`config.mk`:
```
export PLATFORM = sky130hd
export DESIGN_NAME = tsi_core
export DESIGN_NICKNAME = d
export VERILOG_FILES = /design/src/logic/tsi_code_pair.v /design/src/logic/tsi_core.v
export VERILOG_INCLUDE_DIRS = /design/src /design/src/logic
export SDC_FILE = /design/constraint.sdc
export NUM_CORES = 1
export LEC_CHECK = 0
export BUFFER_PORTS_ARGS = -buffer_cell sky130_fd_sc_hd__buf_4
export CORE_MARGIN = 2
export CORE_UTILIZATION = 55
export CTS_CLUSTER_SIZE = 16
export DETAILED_ROUTE_END_ITERATION = 8
export MAX_ROUTING_LAYER = met4
export PLACE_DENSITY_LB_ADDON = 0.25
export SLEW_MARGIN = 5
export SYNTH_ARGS = -nofsm -noshare
export SYNTH_HDL_FRONTEND = slang
export SYNTH_SLANG_ARGS = --single-unit
```
`constraint.sdc`:
```
create_clock -name i_ref_clk -period 9.8 [get_ports i_ref_clk]
set_input_delay 2.45 -clock i_ref_clk [delete_from_list [all_inputs] [get_ports i_ref_clk]]
set_output_delay 2.45 -clock i_ref_clk [all_outputs]
set_load 0.03 [all_outputs]
```
`src/logic/tsi_defines.vh`:
```
`ifndef TSI_DEFINES_VH
`define TSI_DEFINES_VH

// clock rates and bit clock chain
`define TSI_REF_CLK_KHZ 250000
`define TSI_OSC_KHZ 440
`define TSI_PRESCALE (`TSI_REF_CLK_KHZ / `TSI_OSC_KHZ)
`define TSI_FIRST_DIVIDE 2'h3
`define TSI_DECADE_LAST 4'h9
`define TSI_DECADE_STAGES 3

// register offsets
`define TSI_ADDR_CTRL 4'h0
`define TSI_ADDR_STATUS 4'h1
`define TSI_ADDR_RXDATA 4'h2
`define TSI_ADDR_CODES 4'h3

// control register fields
`define TSI_CTRL_SOFT_RESET 7

// status register fields
`define TSI_ST_RX_MODE 0
`define TSI_ST_TX_MODE 1
`define TSI_ST_RX_FULL 2
`define TSI_ST_HANDOFF 3
`define TSI_ST_FAULT 4
`define TSI_ST_ERROR 5
`define TSI_ST_TX_RUN 6
`define TSI_ST_RX_RUN 7

// preparation codes, index order is transmit priority
`define TSI_NCODE 8
`define TSI_IDX_READER_ON 0
`define TSI_CODE_READER_ON 8'h11
`define TSI_CODE_PUNCH_ON 8'h12
`define TSI_CODE_PRINTER_ON 8'h0f
`define TSI_CODE_PUNCH_OFF 8'h14
`define TSI_CODE_ENTER 8'h45
`define TSI_CODE_LOAD 8'h4c
`define TSI_CODE_LPAREN 8'h28
`define TSI_CODE_RPAREN 8'h29
`define TSI_SRC_HOST 4'h8

// shift register presets
`define TSI_RX_PRESET 9'h0ff
`define TSI_TX_HIGH_STOPS 3'h4
`define TSI_TX_IDLE 11'h7ff

`endif

```
`src/logic/tsi_code_pair.v`:
```
`timescale 1ns/10ps
module tsi_code_pair (
	input wire i_ref_clk,
	input wire i_rst,
	input wire i_clear,
	input wire i_start,
	input wire i_taken,
	input wire i_sent,
	output wire o_present,
	output wire o_permit
);
	reg d;
	reg e;

	// 00 idle, 10 code presented, 11 loaded and sent, 01 permit next
	always @(posedge i_ref_clk or posedge i_rst) begin
		if (i_rst) begin
			d <= 1'b0;
			e <= 1'b0;
		end else if (i_clear) begin
			d <= 1'b0;
			e <= 1'b0;
		end else begin
			case ({d, e})
				2'b00: begin
					if (i_start) begin
						d <= 1'b1;
					end
				end
				2'b10: begin
					if (i_taken) begin
						e <= 1'b1;
					end
				end
				2'b11: begin
					if (i_sent) begin
						d <= 1'b0;
					end
				end
				default: begin
					e <= 1'b0;
				end
			endcase
		end
	end

	assign o_present = d & ~e;
	assign o_permit = ~d & e;
endmodule // tsi_code_pair

```
`src/logic/tsi_core.v`:
```
// The plain strobed port and the address map are this design's own decisions.
`timescale 1ns/10ps
`include "tsi_defines.vh"
// How it works
// write to reader sets fault, returns status, waits for new instruction
// write control to reader acknowledged without sending; status when requested
// read instruction parity checked; bad parity sets error
// read control to reader sends fault status, then waits again
// normal read waits for empty input register, then sends reader-on
// full input register and data request raise the handoff strobe
// strobe held until request drops, then next character unless status
// status request disconnects register, returns status, waits for instruction
// idle receive register parallel mode, presets ones, stop position zero
// incoming start pulse starts the gated receive bit clock
// first receive clock loads presets and inverted start; one enables shifting
// stop zero at detector: parallel mode, clock stops, strobe raised
// handoff leaves receive register unchanged; receive rearms on next start
// transmit mode is nand of eight character bits and first stop
// character present starts transmit clock; first pulse loads and sends start
// transmit preset zeros both stops, highest position held at one
// ones fill from top; all ones stops clock without reload
// serial output rests at zero after a character
// processor control codes forwarded as ordinary characters
// each preparation code made by its own identical flip-flop pair
// reader-on, punch-on, printer-on, punch-off, enter, load, parens generated
// terminal reader stops only on reader-off read from tape itself
// each pair steps idle, presented, sent, permit next
// bit clock from 440 khz, divide by four and three decades
// synchronous reset returns registers, strobe, pairs and handler to idle
module tsi_core #(
	parameter PRESCALE = `TSI_PRESCALE
) (
	input wire i_ref_clk,
	input wire i_rst,
	input wire [3:0] i_addr,
	input wire [7:0] i_wdata,
	input wire i_wr,
	input wire i_rd,
	output reg [7:0] o_rdata,
	input wire i_instr_strobe,
	input wire i_instr_reader,
	input wire i_instr_write,
	input wire i_instr_read,
	input wire i_instr_control,
	input wire [6:0] i_instr_code,
	input wire i_instr_parity,
	input wire i_lu_request,
	input wire i_lu_status_req,
	input wire i_tx_valid,
	input wire [7:0] i_tx_holding_lines,
	output reg o_tx_ack,
	output reg o_rx_handoff_strobe,
	output reg [7:0] o_lu_data,
	output reg o_status_strobe,
	output reg o_status_fault,
	output reg o_status_error,
	input wire i_serial_in,
	output reg o_serial_out
);
	localparam S_WAIT = 3'h0;
	localparam S_WCTL = 3'h1;
	localparam S_RD_EMPTY = 3'h2;
	localparam S_RD_ON = 3'h3;
	localparam S_RECV = 3'h4;
	localparam S_HAND = 3'h5;
	localparam S_STATUS = 3'h6;
	localparam NC = `TSI_NCODE;

	reg [2:0] state;
	reg fault;
	reg error;
	reg [9:0] pre_cnt;
	reg [1:0] div4;
	reg [9:0] rx_shift_register;
	reg rx_shift_mode;
	reg rx_run;
	reg rx_full;
	reg [10:0] tx_reg;
	reg tx_run;
	reg [7:0] tx_char;
	reg [3:0] tx_src;
	reg reader_on_req;
	reg [3:0] next_sel;
	reg next_any;
	integer k;

	wire soft_clr;
	wire pre_wrap;
	wire [`TSI_DECADE_STAGES:0] carry;
	wire bit_tick;
	wire rx_tick;
	wire tx_tick;
	wire tx_shift_mode;
	wire [10:0] tx_next;
	wire [9:0] rx_next;
	wire [NC-1:0] code_present;
	wire [NC-1:0] code_permit;
	wire [NC-1:0] code_start;
	wire [NC-1:0] code_taken;
	wire [NC-1:0] code_sent;
	wire [8*NC-1:0] code_table;
	wire tx_begin;
	wire tx_done;
	wire instr_bad_parity;

	assign soft_clr = i_wr && (i_addr == `TSI_ADDR_CTRL) && i_wdata[`TSI_CTRL_SOFT_RESET];
	assign code_table = {`TSI_CODE_RPAREN, `TSI_CODE_LPAREN, `TSI_CODE_LOAD, `TSI_CODE_ENTER,
		`TSI_CODE_PUNCH_OFF, `TSI_CODE_PRINTER_ON, `TSI_CODE_PUNCH_ON, `TSI_CODE_READER_ON};

	// bit clock chain
	assign pre_wrap = (pre_cnt == PRESCALE[9:0] - 10'h001);
	assign carry[0] = pre_wrap && (div4 == `TSI_FIRST_DIVIDE);

	always @(posedge i_ref_clk or posedge i_rst) begin
		if (i_rst) begin
			pre_cnt <= 10'h000;
			div4 <= 2'h0;
		end else begin
			pre_cnt <= pre_wrap ? 10'h000 : pre_cnt + 10'h001;
			if (pre_wrap) begin
				div4 <= div4 + 2'h1;
			end
		end
	end

	genvar g;
	generate
		for (g = 0; g < `TSI_DECADE_STAGES; g = g + 1) begin : g_decade
			reg [3:0] dec;
			assign carry[g+1] = carry[g] && (dec == `TSI_DECADE_LAST);
			always @(posedge i_ref_clk or posedge i_rst) begin
				if (i_rst) begin
					dec <= 4'h0;
				end else if (carry[g]) begin
					dec <= (dec == `TSI_DECADE_LAST) ? 4'h0 : dec + 4'h1;
				end
			end
		end
	endgenerate

	assign bit_tick = carry[`TSI_DECADE_STAGES];
	assign rx_tick = bit_tick & rx_run;
	assign tx_tick = bit_tick & tx_run;

	// receive path
	assign rx_next = {i_serial_in, rx_shift_register[9:1]};

	always @(posedge i_ref_clk or posedge i_rst) begin
		if (i_rst) begin
			rx_shift_register <= {`TSI_RX_PRESET, 1'b0};
			rx_shift_mode <= 1'b0;
			rx_run <= 1'b0;
			rx_full <= 1'b0;
		end else if (soft_clr) begin
			rx_shift_mode <= 1'b0;
			rx_run <= 1'b0;
			rx_full <= 1'b0;
		end else begin
			if (!rx_run && !rx_full && !i_serial_in) begin
				rx_run <= 1'b1;
			end else if (rx_tick && !rx_shift_mode) begin
				rx_shift_register <= {`TSI_RX_PRESET, ~i_serial_in};
				rx_shift_mode <= ~i_serial_in;
				rx_run <= ~i_serial_in;
			end else if (rx_tick) begin
				rx_shift_register <= rx_next;
				if (!rx_next[0]) begin
					rx_shift_mode <= 1'b0;
					rx_run <= 1'b0;
					rx_full <= 1'b1;
				end
			end
			if (state == S_HAND && !i_lu_request) begin
				rx_full <= 1'b0;
			end
		end
	end

	// transmit path
	assign tx_shift_mode = ~&tx_reg[8:0];
	assign tx_next = {1'b1, tx_reg[10:1]};
	assign tx_done = tx_tick && tx_shift_mode && (&tx_next[8:0]);
	assign tx_begin = !tx_run && (next_any || (i_tx_valid && !o_tx_ack && state != S_WCTL));

	always @* begin
		next_any = 1'b0;
		next_sel = `TSI_SRC_HOST;
		for (k = NC - 1; k >= 0; k = k - 1) begin
			if (code_present[k]) begin
				next_any = 1'b1;
				next_sel = k[3:0];
			end
		end
	end

	always @(posedge i_ref_clk or posedge i_rst) begin
		if (i_rst) begin
			tx_reg <= `TSI_TX_IDLE;
			tx_run <= 1'b0;
			tx_char <= 8'h00;
			tx_src <= `TSI_SRC_HOST;
			o_serial_out <= 1'b0;
		end else if (soft_clr) begin
			tx_reg <= `TSI_TX_IDLE;
			tx_run <= 1'b0;
			o_serial_out <= 1'b0;
		end else begin
			if (tx_begin) begin
				tx_run <= 1'b1;
				tx_src <= next_sel;
				tx_char <= next_any ? code_table[8*next_sel +: 8] : i_tx_holding_lines;
			end else if (tx_tick && !tx_shift_mode) begin
				tx_reg <= {`TSI_TX_HIGH_STOPS, tx_char};
				o_serial_out <= 1'b1;
			end else if (tx_tick) begin
				tx_reg <= tx_next;
				o_serial_out <= tx_reg[0];
				if (&tx_next[8:0]) begin
					tx_run <= 1'b0;
				end
			end
		end
	end

	// preparation code pairs
	generate
		for (g = 0; g < NC; g = g + 1) begin : g_code
			assign code_taken[g] = tx_begin && next_any && (next_sel == g);
			assign code_sent[g] = tx_done && (tx_src == g);
			assign code_start[g] = (i_wr && i_wdata[g] && ((i_addr == `TSI_ADDR_CODES) ||
				((i_addr == `TSI_ADDR_CTRL) && (g != `TSI_CTRL_SOFT_RESET)))) ||
				((g == `TSI_IDX_READER_ON) && reader_on_req);
			tsi_code_pair i_tsi_code_pair (
				.i_ref_clk(i_ref_clk),
				.i_rst(i_rst),
				.i_clear(soft_clr),
				.i_start(code_start[g]),
				.i_taken(code_taken[g]),
				.i_sent(code_sent[g]),
				.o_present(code_present[g]),
				.o_permit(code_permit[g])
			);
		end
	endgenerate

	// instruction handler for the reader
	assign instr_bad_parity = ~^{i_instr_code, i_instr_parity};

	always @(posedge i_ref_clk or posedge i_rst) begin
		if (i_rst) begin
			state <= S_WAIT;
			fault <= 1'b0;
			error <= 1'b0;
			reader_on_req <= 1'b0;
			o_tx_ack <= 1'b0;
			o_rx_handoff_strobe <= 1'b0;
			o_lu_data <= 8'h00;
			o_status_strobe <= 1'b0;
			o_status_fault <= 1'b0;
			o_status_error <= 1'b0;
		end else if (soft_clr) begin
			state <= S_WAIT;
			fault <= 1'b0;
			error <= 1'b0;
			reader_on_req <= 1'b0;
			o_tx_ack <= 1'b0;
			o_rx_handoff_strobe <= 1'b0;
			o_status_strobe <= 1'b0;
		end else begin
			reader_on_req <= 1'b0;
			o_status_strobe <= 1'b0;
			o_tx_ack <= tx_done && (tx_src == `TSI_SRC_HOST);
			case (state)
				S_WAIT: begin
					if (i_instr_strobe && i_instr_reader) begin
						fault <= 1'b0;
						error <= 1'b0;
						if (i_instr_write && !i_instr_control) begin
							fault <= 1'b1;
							state <= S_STATUS;
						end else if (i_instr_write) begin
							state <= S_WCTL;
						end else if (i_instr_read) begin
							error <= instr_bad_parity;
							if (i_instr_control) begin
								fault <= 1'b1;
								state <= S_STATUS;
							end else begin
								state <= S_RD_EMPTY;
							end
						end
					end
				end
				S_WCTL: begin
					if (i_lu_status_req) begin
						state <= S_STATUS;
					end else if (i_tx_valid && !o_tx_ack) begin
						o_tx_ack <= 1'b1;
					end
				end
				S_RD_EMPTY: begin
					if (!rx_full && !rx_run) begin
						reader_on_req <= 1'b1;
						state <= S_RD_ON;
					end
				end
				S_RD_ON: begin
					if (code_permit[`TSI_IDX_READER_ON]) begin
						state <= S_RECV;
					end
				end
				S_RECV: begin
					if (i_lu_status_req) begin
						state <= S_STATUS;
					end else if (rx_full && i_lu_request) begin
						o_rx_handoff_strobe <= 1'b1;
						o_lu_data <= rx_shift_register[8:1];
						state <= S_HAND;
					end
				end
				S_HAND: begin
					if (!i_lu_request) begin
						o_rx_handoff_strobe <= 1'b0;
						state <= S_RECV;
					end
				end
				S_STATUS: begin
					o_status_strobe <= 1'b1;
					o_status_fault <= fault;
					o_status_error <= error;
					state <= S_WAIT;
				end
				default: begin
					state <= S_WAIT;
				end
			endcase
		end
	end

	// register read port
	always @(posedge i_ref_clk or posedge i_rst) begin
		if (i_rst) begin
			o_rdata <= 8'h00;
		end else if (i_rd) begin
			if (i_addr == `TSI_ADDR_STATUS) begin
				o_rdata <= {rx_run, tx_run, error, fault, o_rx_handoff_strobe, rx_full, tx_shift_mode, rx_shift_mode};
			end else if (i_addr == `TSI_ADDR_RXDATA) begin
				o_rdata <= rx_shift_register[8:1];
			end else if (i_addr == `TSI_ADDR_CODES) begin
				o_rdata <= code_present;
			end else begin
				o_rdata <= 8'h00;
			end
		end else begin
			o_rdata <= 8'h00;
		end
	end
endmodule // tsi_core

```
# After elaboration in Yosys (flattened, before gate mapping)
# Index checks and enable logic that the tools add are counted.
[word_totals]
regBits = 105
inputBits = 41
[op_classes]
add_sub_neg = 5
eq_ne = 95
shift = 1
n_mux = 149
n_bitwise = 24
n_reduce_logical = 134
[op_table]
columns = ["cell", "count"]
rows = [
  ["1-bit 2-to-1 mux", 96],
  ["3-bit by 2-bit != test with 1-bit output (second input constant)", 28],
  ["64-bit by 8-bit variable part select with 8-bit output (first input constant)", 1],
  ["1-bit logical AND", 53],
  ["11-bit 2-to-1 mux", 4],
  ["4-bit 2-to-1 mux", 11],
  ["3-bit nonzero test", 14],
  ["8-bit 2-to-1 mux", 5],
  ["3-bit 2-to-1 mux", 12],
  ["2-bit == test (second input constant)", 17],
  ["1-bit one-hot mux with 2 select lines", 17],
  ["3-bit AND reduction", 11],
  ["4-bit by 3-bit == test with 1-bit output (second input constant)", 8],
  ["10-bit 2-to-1 mux", 3],
  ["3-bit by 1-bit != test with 1-bit output (second input constant)", 9],
  ["2-bit AND reduction", 13],
  ["4-bit by 2-bit == test with 1-bit output (second input constant)", 6],
  ["2-bit by 1-bit != test with 1-bit output (second input constant)", 10],
  ["3-bit one-hot mux with 6 select lines", 1],
  ["9-bit AND reduction", 2],
  ["4-bit == test (second input constant)", 4],
  ["2-bit logical NOT", 8],
  ["2-bit OR reduction", 8],
  ["1-bit NOT", 13],
  ["other kinds (21)", 54],
]

# Longest topological paths before layout
# Gate-level depths: netlist of run 1.
[depth]
word_depth = 17
depth_mapped = 11
mapped_depth_nobuf = 11

# Modules after synthesis
# A second synthesis of run 1 with hierarchy kept.
[unflattened]
hier_cells = 611
area_unflattened_um2 = 6064.6
[by_module_without_submodules]
columns = ["mod", "n_inst", "cells_per_inst", "area_per_inst_um2"]
rows = [
  ["tsi_core", 1, 475, 4683.2],
  ["tsi_code_pair", 8, 17, 172.7],
]

# Worst setup path after synthesis of run 1
# Ideal clock, no wire load.
[synth_timing]
path_kind = "input to register"
from = "input i_addr[0]"
to = "register tx_src[0]"
setup_ns = 0.127
arrival_ns = 3.910
setup_slack_ns = 5.762
cell_stages = 7
path_buffers = 3
cell_sequence = "clkbuf_1 nor2_1 and2_1 clkbuf_1 nor3_1 buf_6 mux2_1"
[synth_via]
elab_chain_len = 5
[synth_lines]
columns = ["element", "line_no", "text"]
rows = [
  ["from (decl)", "tsi_core.v:35", "input wire [3:0] i_addr,"],
  ["4-bit logical NOT (no line)", "--", ""],
  ["1-bit logical AND (2 in series)", "tsi_core.v:106", "assign soft_clr = i_wr && (i_addr == `TSI_ADDR_CTRL) && i_wdata[`TSI_CTRL_SOFT_RESET];"],
  ["1-bit NOT (no line)", "--", ""],
  ["2-bit AND reduction (no line)", "--", ""],
  ["to (signal assigned)", "tsi_core.v:201", "tx_src <= `TSI_SRC_HOST;"],
  ["to (signal assigned)", "tsi_core.v:210", "tx_src <= next_sel;"],
  ["to (decl)", "tsi_core.v:81", "reg [3:0] tx_src;"],
]
# Every way passes these cells.
# A chain may end at the register's enable or synchronous reset.

# Final worst setup path of run 1
[layout_timing]
from = "input i_wr"
to = "register tx_src[1]"
[layout_via]
elab_chain_len = 4
[layout_lines]
columns = ["element", "line_no", "text"]
rows = [
  ["from (decl)", "tsi_core.v:37", "input wire i_wr,"],
  ["1-bit logical AND (2 in series)", "tsi_core.v:106", ""],
  ["1-bit NOT (no line)", "--", ""],
  ["2-bit AND reduction (no line)", "--", ""],
]
# Every way passes these cells.

==> flow_summary.toml, run 1 <==
[placement]
hpwl_microns = 9700
finalWeightedCongestion = 0.957
postPlaceCellArea_sq_um = 6290
port_buffers = 62
dpl_worst_slack_ns = 5.10

[route]
drtPass1Iterations = 6
drt-initial-drc-count = 318
routed_wl_microns = 13300
post_drt_wl_per_cell_microns = 16.6
vias = 4701
viasPerCell = 5.86
drtAntennaViolNets = 0
drc = 0

[timing]
fin_crit_sh_pct = 43.9
clock.fmax_mhz = 233
drv_slew = 0
setup_viol = 0
setup_tns_ns = 0
hold_ws_ns = 0.463
worst_slew_pin_slew_ns = 1.20
timing.final.ws_setup_ns = 5.50
hold_viol_final = 0
max_slew_margin_pct = 19.7
min_period_ns = 4.30
rsz0062_at_grt = "false"
fin_worst_skew_ns = 0.0143

[power]
swShare_pct = 36.5
powerDensity_nw_per_um2 = 172
pwr-share-clk_pct = 22.5
comb_power_share_pct = 28.5
p_leak_nw = 2.96
power.internal_mw = 0.706
net-switching-power_mw = 0.406
irDropWorstVdd_mv = 0.137
seq_power_share_pct = 49.0

[final_layout]
antenna_cells = 0
largest_reg_flops = 12
mostFrequentLayoutCells = "84 x dfrtp_1, 65 x buf_4, 63 x nand2_1"
final_area_sq_um = 6470
final_common_cell = "dfrtp_1"
fillers = 863
syn_to_final_growth_pct = 12.9
drive_gt1_share_pct = 18.3
postLayoutCoreUtil_pct = 63.2
finalNetCount = 739

[logic_synthesis]
synth_cells = 610
synth_seq_cells = 103
synth-simple-area-share_pct = 20.3
netlist_area_sq_um = 5730
synth_fa_ha_area_share_pct = 8.08
synth-edff-count = 0
synth_cell_types = 63
synth_area_leader_cell = "dfrtp_1"
synth-compound-area-share_pct = 15.3
syn_avg_cell_area_sq_um = 9.39
synth.top_cell.area_share_pct = 36.7
yosys-top-cells-area = "dfrtp_1 37%, dfstp_2 8.7%, ha_1 8.1%"
synthArstFlopShare_pct = 100
synth-seq-area-share_pct = 45.4
synth.mux.area_fraction_pct = 2.64
synth_xor_area_share_pct = 3.52
synth_ff_type = "dfrtp_1"
synth_nets = 688
synth_top_family_by_area = "simple AND/OR/NAND/NOR gates"
synth_warnings = 0

[global_route]
antenna_found_initial = 0
grt_max_degree = 54
grt_pass1_vias = 4497
overflow = 0
grtUsageTotal_pct = 25.4
grt_pass1_wl_microns = 22000

[die]
rows = 37
core_area_sq_um = 10200
dieArea_sq_um = 11200
die_w_microns = 106
io_pins = 63
initial_core_util_pct = 56.0
die-height_microns = 106

[worst_setup_path]
cp-start-kind = "input port"
r2r_slack_ns = 7.20
critPathKind = "input port to flip-flop"
crit_path_end_kind = "flip-flop"
required_ns = 10.08
critPathArrivalTime_ns = 4.58
critPathMaxFanout = 28

[run_status]
status = "complete, no violations"

[clock_tree]
cts_root_buf = "clkbuf_8"
numCtsBuffers = 9
h-tree-depth = 3
postCtsSetupBuffers = 0
cts_sinks = 103
path_clk_slew_ns = 0.10
clk_latency_ns = 0.39
postCtsHoldBufs = 0
cts_tree = "done"
cts.repair.resized = 0
clock_path_buffers = 2

[min_path]
hold_path.class = "flip-flop to flip-flop"

[run]
drv_cap = 0
synth_stat cells (5+ instances only):
cell type  number
xnor2_1        17
nand4_1         9
o211ai_1        9
nor4_1          6
xor2_1          6
clkbuf_1       20
ha_1           37
mux2i_1         5
nor3_1         13
o21ai_0        31
nor2b_1         6
mux2_2          8
a221oi_1        8
dfrtp_1        84
a21oi_1        32
a31oi_1        12
nand2b_1       10
nand3_1        28
nand2_1        63
inv_1          45
nor2_1         56
o221ai_1        8
dfstp_2        19
and2_1          5
and3_1          9
final timing paths:
| check | startpoint | endpoint | cells past startpoint |
|---|---|---|---|
| hold reg to reg | pre_cnt[0]$_DFF_PP0_ | pre_cnt[0]$_DFF_PP0_ | 1 |
| max in group asynchronous | i_rst | g_decade[0].dec[3]$_DFFE_PP0P_ | 3 |
| setup reg to reg | g_code[2].i_tsi_code_pair.e$_DFFE_PP0P_ | tx_src[1]$_DFFE_PP0P_ | 6 |
| hold / removal | pre_cnt[0]$_DFF_PP0_ | pre_cnt[0]$_DFF_PP0_ | 1 |
| setup / recovery | i_wr | tx_src[1]$_DFFE_PP0P_ | 6 |
| min in group asynchronous | i_rst | o_lu_data[2]$_DFFE_PP0P_ | 2 |
layer usage:
metal | track usage (%) | wire [microns] | up-vias
met3 | 5.46 | 637 | 19
met2 | 40.5 | 6600 | 134
met5 | - | 0 | -
met1 | 32.9 | 5880 | 2290
li1 | - | - | 2258
met4 | 7.61 | 208 | 0
logic make-up after synthesis:
kind of cell             Yosys count
AND/OR/NAND/NOR                  230
flip-flops                       103
XOR/XNOR                          23
buffers and inverters             70
AO/OA/AOI/OAI                    133
adder cells (fa/ha/maj)           37
multiplexers                      14
layout make-up:
type	count	area, sq um	share of cell area [%]
tap	136	170	2.63
clock inverter	6	52.6	0.813
clock buffer	10	128	1.97
multi-input combinational	437	2860	44.2
timing repair buffer	65	488	7.54
sequential	103	2600	40.2
inverter	45	171	2.65
metrics by stage:
stage | power, mW | std cells
6_report | 1.11 | 802
5_1_grt | 1.18 | 802
4_1_cts | 1.12 | 802
3_5_place_dp | 0.863 | 786
3_3_place_gp | 0.850 | 786
2_1_floorplan | 0.768 | 610
power by group through the flow:
stage	Sequential [mW]	Clock, mW	Combinational, mW
2_1_floorplan	0.527	0	0.241
3_3_place_gp	0.548	0	0.302
4_1_cts	0.543	0.260	0.314
3_5_place_dp	0.551	0	0.312
5_1_grt	0.551	0.275	0.352
6_report	0.545	0.250	0.317
worst max-delay path, stage by stage:
cell      delay [ns]
buf_4           0.12
and4bb_2        0.24
and2_1          0.14
buf_4           0.23
nor3_2          0.97
mux2_2          0.42
Note: power is estimated with default switching activity, not from simulation.
==> run 2: changes to the inputs <==
==> constraint.sdc (replaced) <==
create_clock -name i_ref_clk -period 4.4 [get_ports i_ref_clk]
set_input_delay 1.1 -clock i_ref_clk [delete_from_list [all_inputs] [get_ports i_ref_clk]]
set_output_delay 1.1 -clock i_ref_clk [all_outputs]
set_load 0.03 [all_outputs]
==> flow_summary.toml, run 2 (same netlist as run 1, synthesis figures left out) <==
[global_route]
grt_max_degree = 83
overflow = 0
grt_pass1_wl_microns = 22100
grtUsageTotal_pct = 25.6
grt_pass1_vias = 4562
antenna_found_initial = 0

[worst_setup_path]
cp-start-kind = "flip-flop"
r2r_cells = 6
required_ns = 4.68
critPathKind = "flip-flop to flip-flop"
critPathArrivalTime_ns = 2.80
critPathMaxFanout = 6
crit_path_end_kind = "flip-flop"

[route]
post_drt_wl_per_cell_microns = 16.8
drt-initial-drc-count = 285
drc = 0
viasPerCell = 5.94
drtAntennaViolNets = 0
drtPass1Iterations = 6
routed_wl_microns = 13500
vias = 4773

[clock_tree]
cts_tree = "done"
numCtsBuffers = 9
clk_latency_ns = 0.39
postCtsHoldBufs = 0
cts_root_buf = "clkbuf_8"
postCtsSetupBuffers = 0
cts.repair.resized = 0
path_clk_slew_ns = 0.11
clock_path_buffers = 2
h-tree-depth = 3
cts_sinks = 103

[timing]
max_slew_margin_pct = 33.2
drv_slew = 0
rsz0062_at_grt = "false"
setup_viol = 0
timing.final.ws_setup_ns = 1.88
fin_worst_skew_ns = 0.0162
setup_tns_ns = 0
fin_crit_sh_pct = 57.2
clock.fmax_mhz = 397
worst_slew_pin_slew_ns = 1.00
hold_viol_final = 0
min_period_ns = 2.52

[placement]
port_buffers = 62
dpl_worst_slack_ns = 1.64
hpwl_microns = 9840
finalWeightedCongestion = 0.909

[min_path]
hold_path.class = "flip-flop to flip-flop"
hold_depth = 1

[die]
io_pins = 63
die_w_microns = 106
dieArea_sq_um = 11200
core_area_sq_um = 10200
rows = 37
initial_core_util_pct = 56.0
die-height_microns = 106

[power]
irDropWorstVdd_mv = 0.264
p_leak_nw = 3.00
powerDensity_nw_per_um2 = 399

[run_status]
status = "complete, no violations"

[final_layout]
finalNetCount = 741
mostFrequentLayoutCells = "84 x dfrtp_1, 67 x buf_4, 63 x nand2_1"
antenna_cells = 0
syn_to_final_growth_pct = 13.9
drive_gt1_share_pct = 18.6
largest_reg_flops = 12
final_common_cell = "dfrtp_1"

[run]
drv_cap = 0
-- run 2: report_power, final --
group | switching, mW | internal, mW
combinational | 0.413 | 0.307
clock | 0.335 | 0.337
sequential | 0.153 | 1.06
-- run 2: per-stage QoR --
stage / cells / hold WS, ns / util, % / power (mW) / instance area [sq um]
floorplan: 610 / 0.425 / - / 1.71 / 5730
finish: 804 / 0.461 / 63.8 / 2.60 / 6520
global route: 804 / 0.497 / 63.8 / 2.75 / 6520
detailed placement: 788 / 0.459 / 61.6 / 1.94 / 6300
CTS: 804 / 0.472 / 63.8 / 2.61 / 6520
global placement: 788 / 0.438 / 61.6 / 1.91 / 6300
-- run 2: layout make-up --
class	instances	area [sq um]
clock buffer	11	141
clock inverter	5	78.8
fill	846	3710
inverter	45	171
multi-input combinational	437	2860
sequential	103	2600
tap	136	170
timing repair buffer	67	503
-- run 2: final timing paths --
path,startpoint,endpoint,slack (ns)
max,g_code[3].i_tsi_code_pair.e$_DFFE_PP0P_,g_code[6].i_tsi_code_pair.e$_DFFE_PP0P_,1.88
min,pre_cnt[0]$_DFF_PP0_,pre_cnt[0]$_DFF_PP0_,0.46
max reg2reg,g_code[3].i_tsi_code_pair.e$_DFFE_PP0P_,g_code[6].i_tsi_code_pair.e$_DFFE_PP0P_,1.88
min reg2reg,pre_cnt[0]$_DFF_PP0_,pre_cnt[0]$_DFF_PP0_,0.46
max in group asynchronous,i_rst,o_tx_ack$_DFF_PP0_,2.67
min in group asynchronous,i_rst,o_lu_data[0]$_DFFE_PP0P_,0.92
-- run 2: worst max-delay path, stage by stage, from the launching register on --
cell      delay (ns)
dfrtp_1         0.38
inv_1           0.09
ha_1            0.30
or4_1           0.63
nor3_1          0.53
nand3_1         0.14
a221oi_1        0.35
-- run 2: routing by layer --
metal,GRT usage (%),vias to the layer above,part of all wire (%)
li1,-,2269,-
met1,33.0,2327,44
met2,40.8,153,49
met3,5.21,24,5.4
met4,8.65,0,1.8
met5,-,-,0
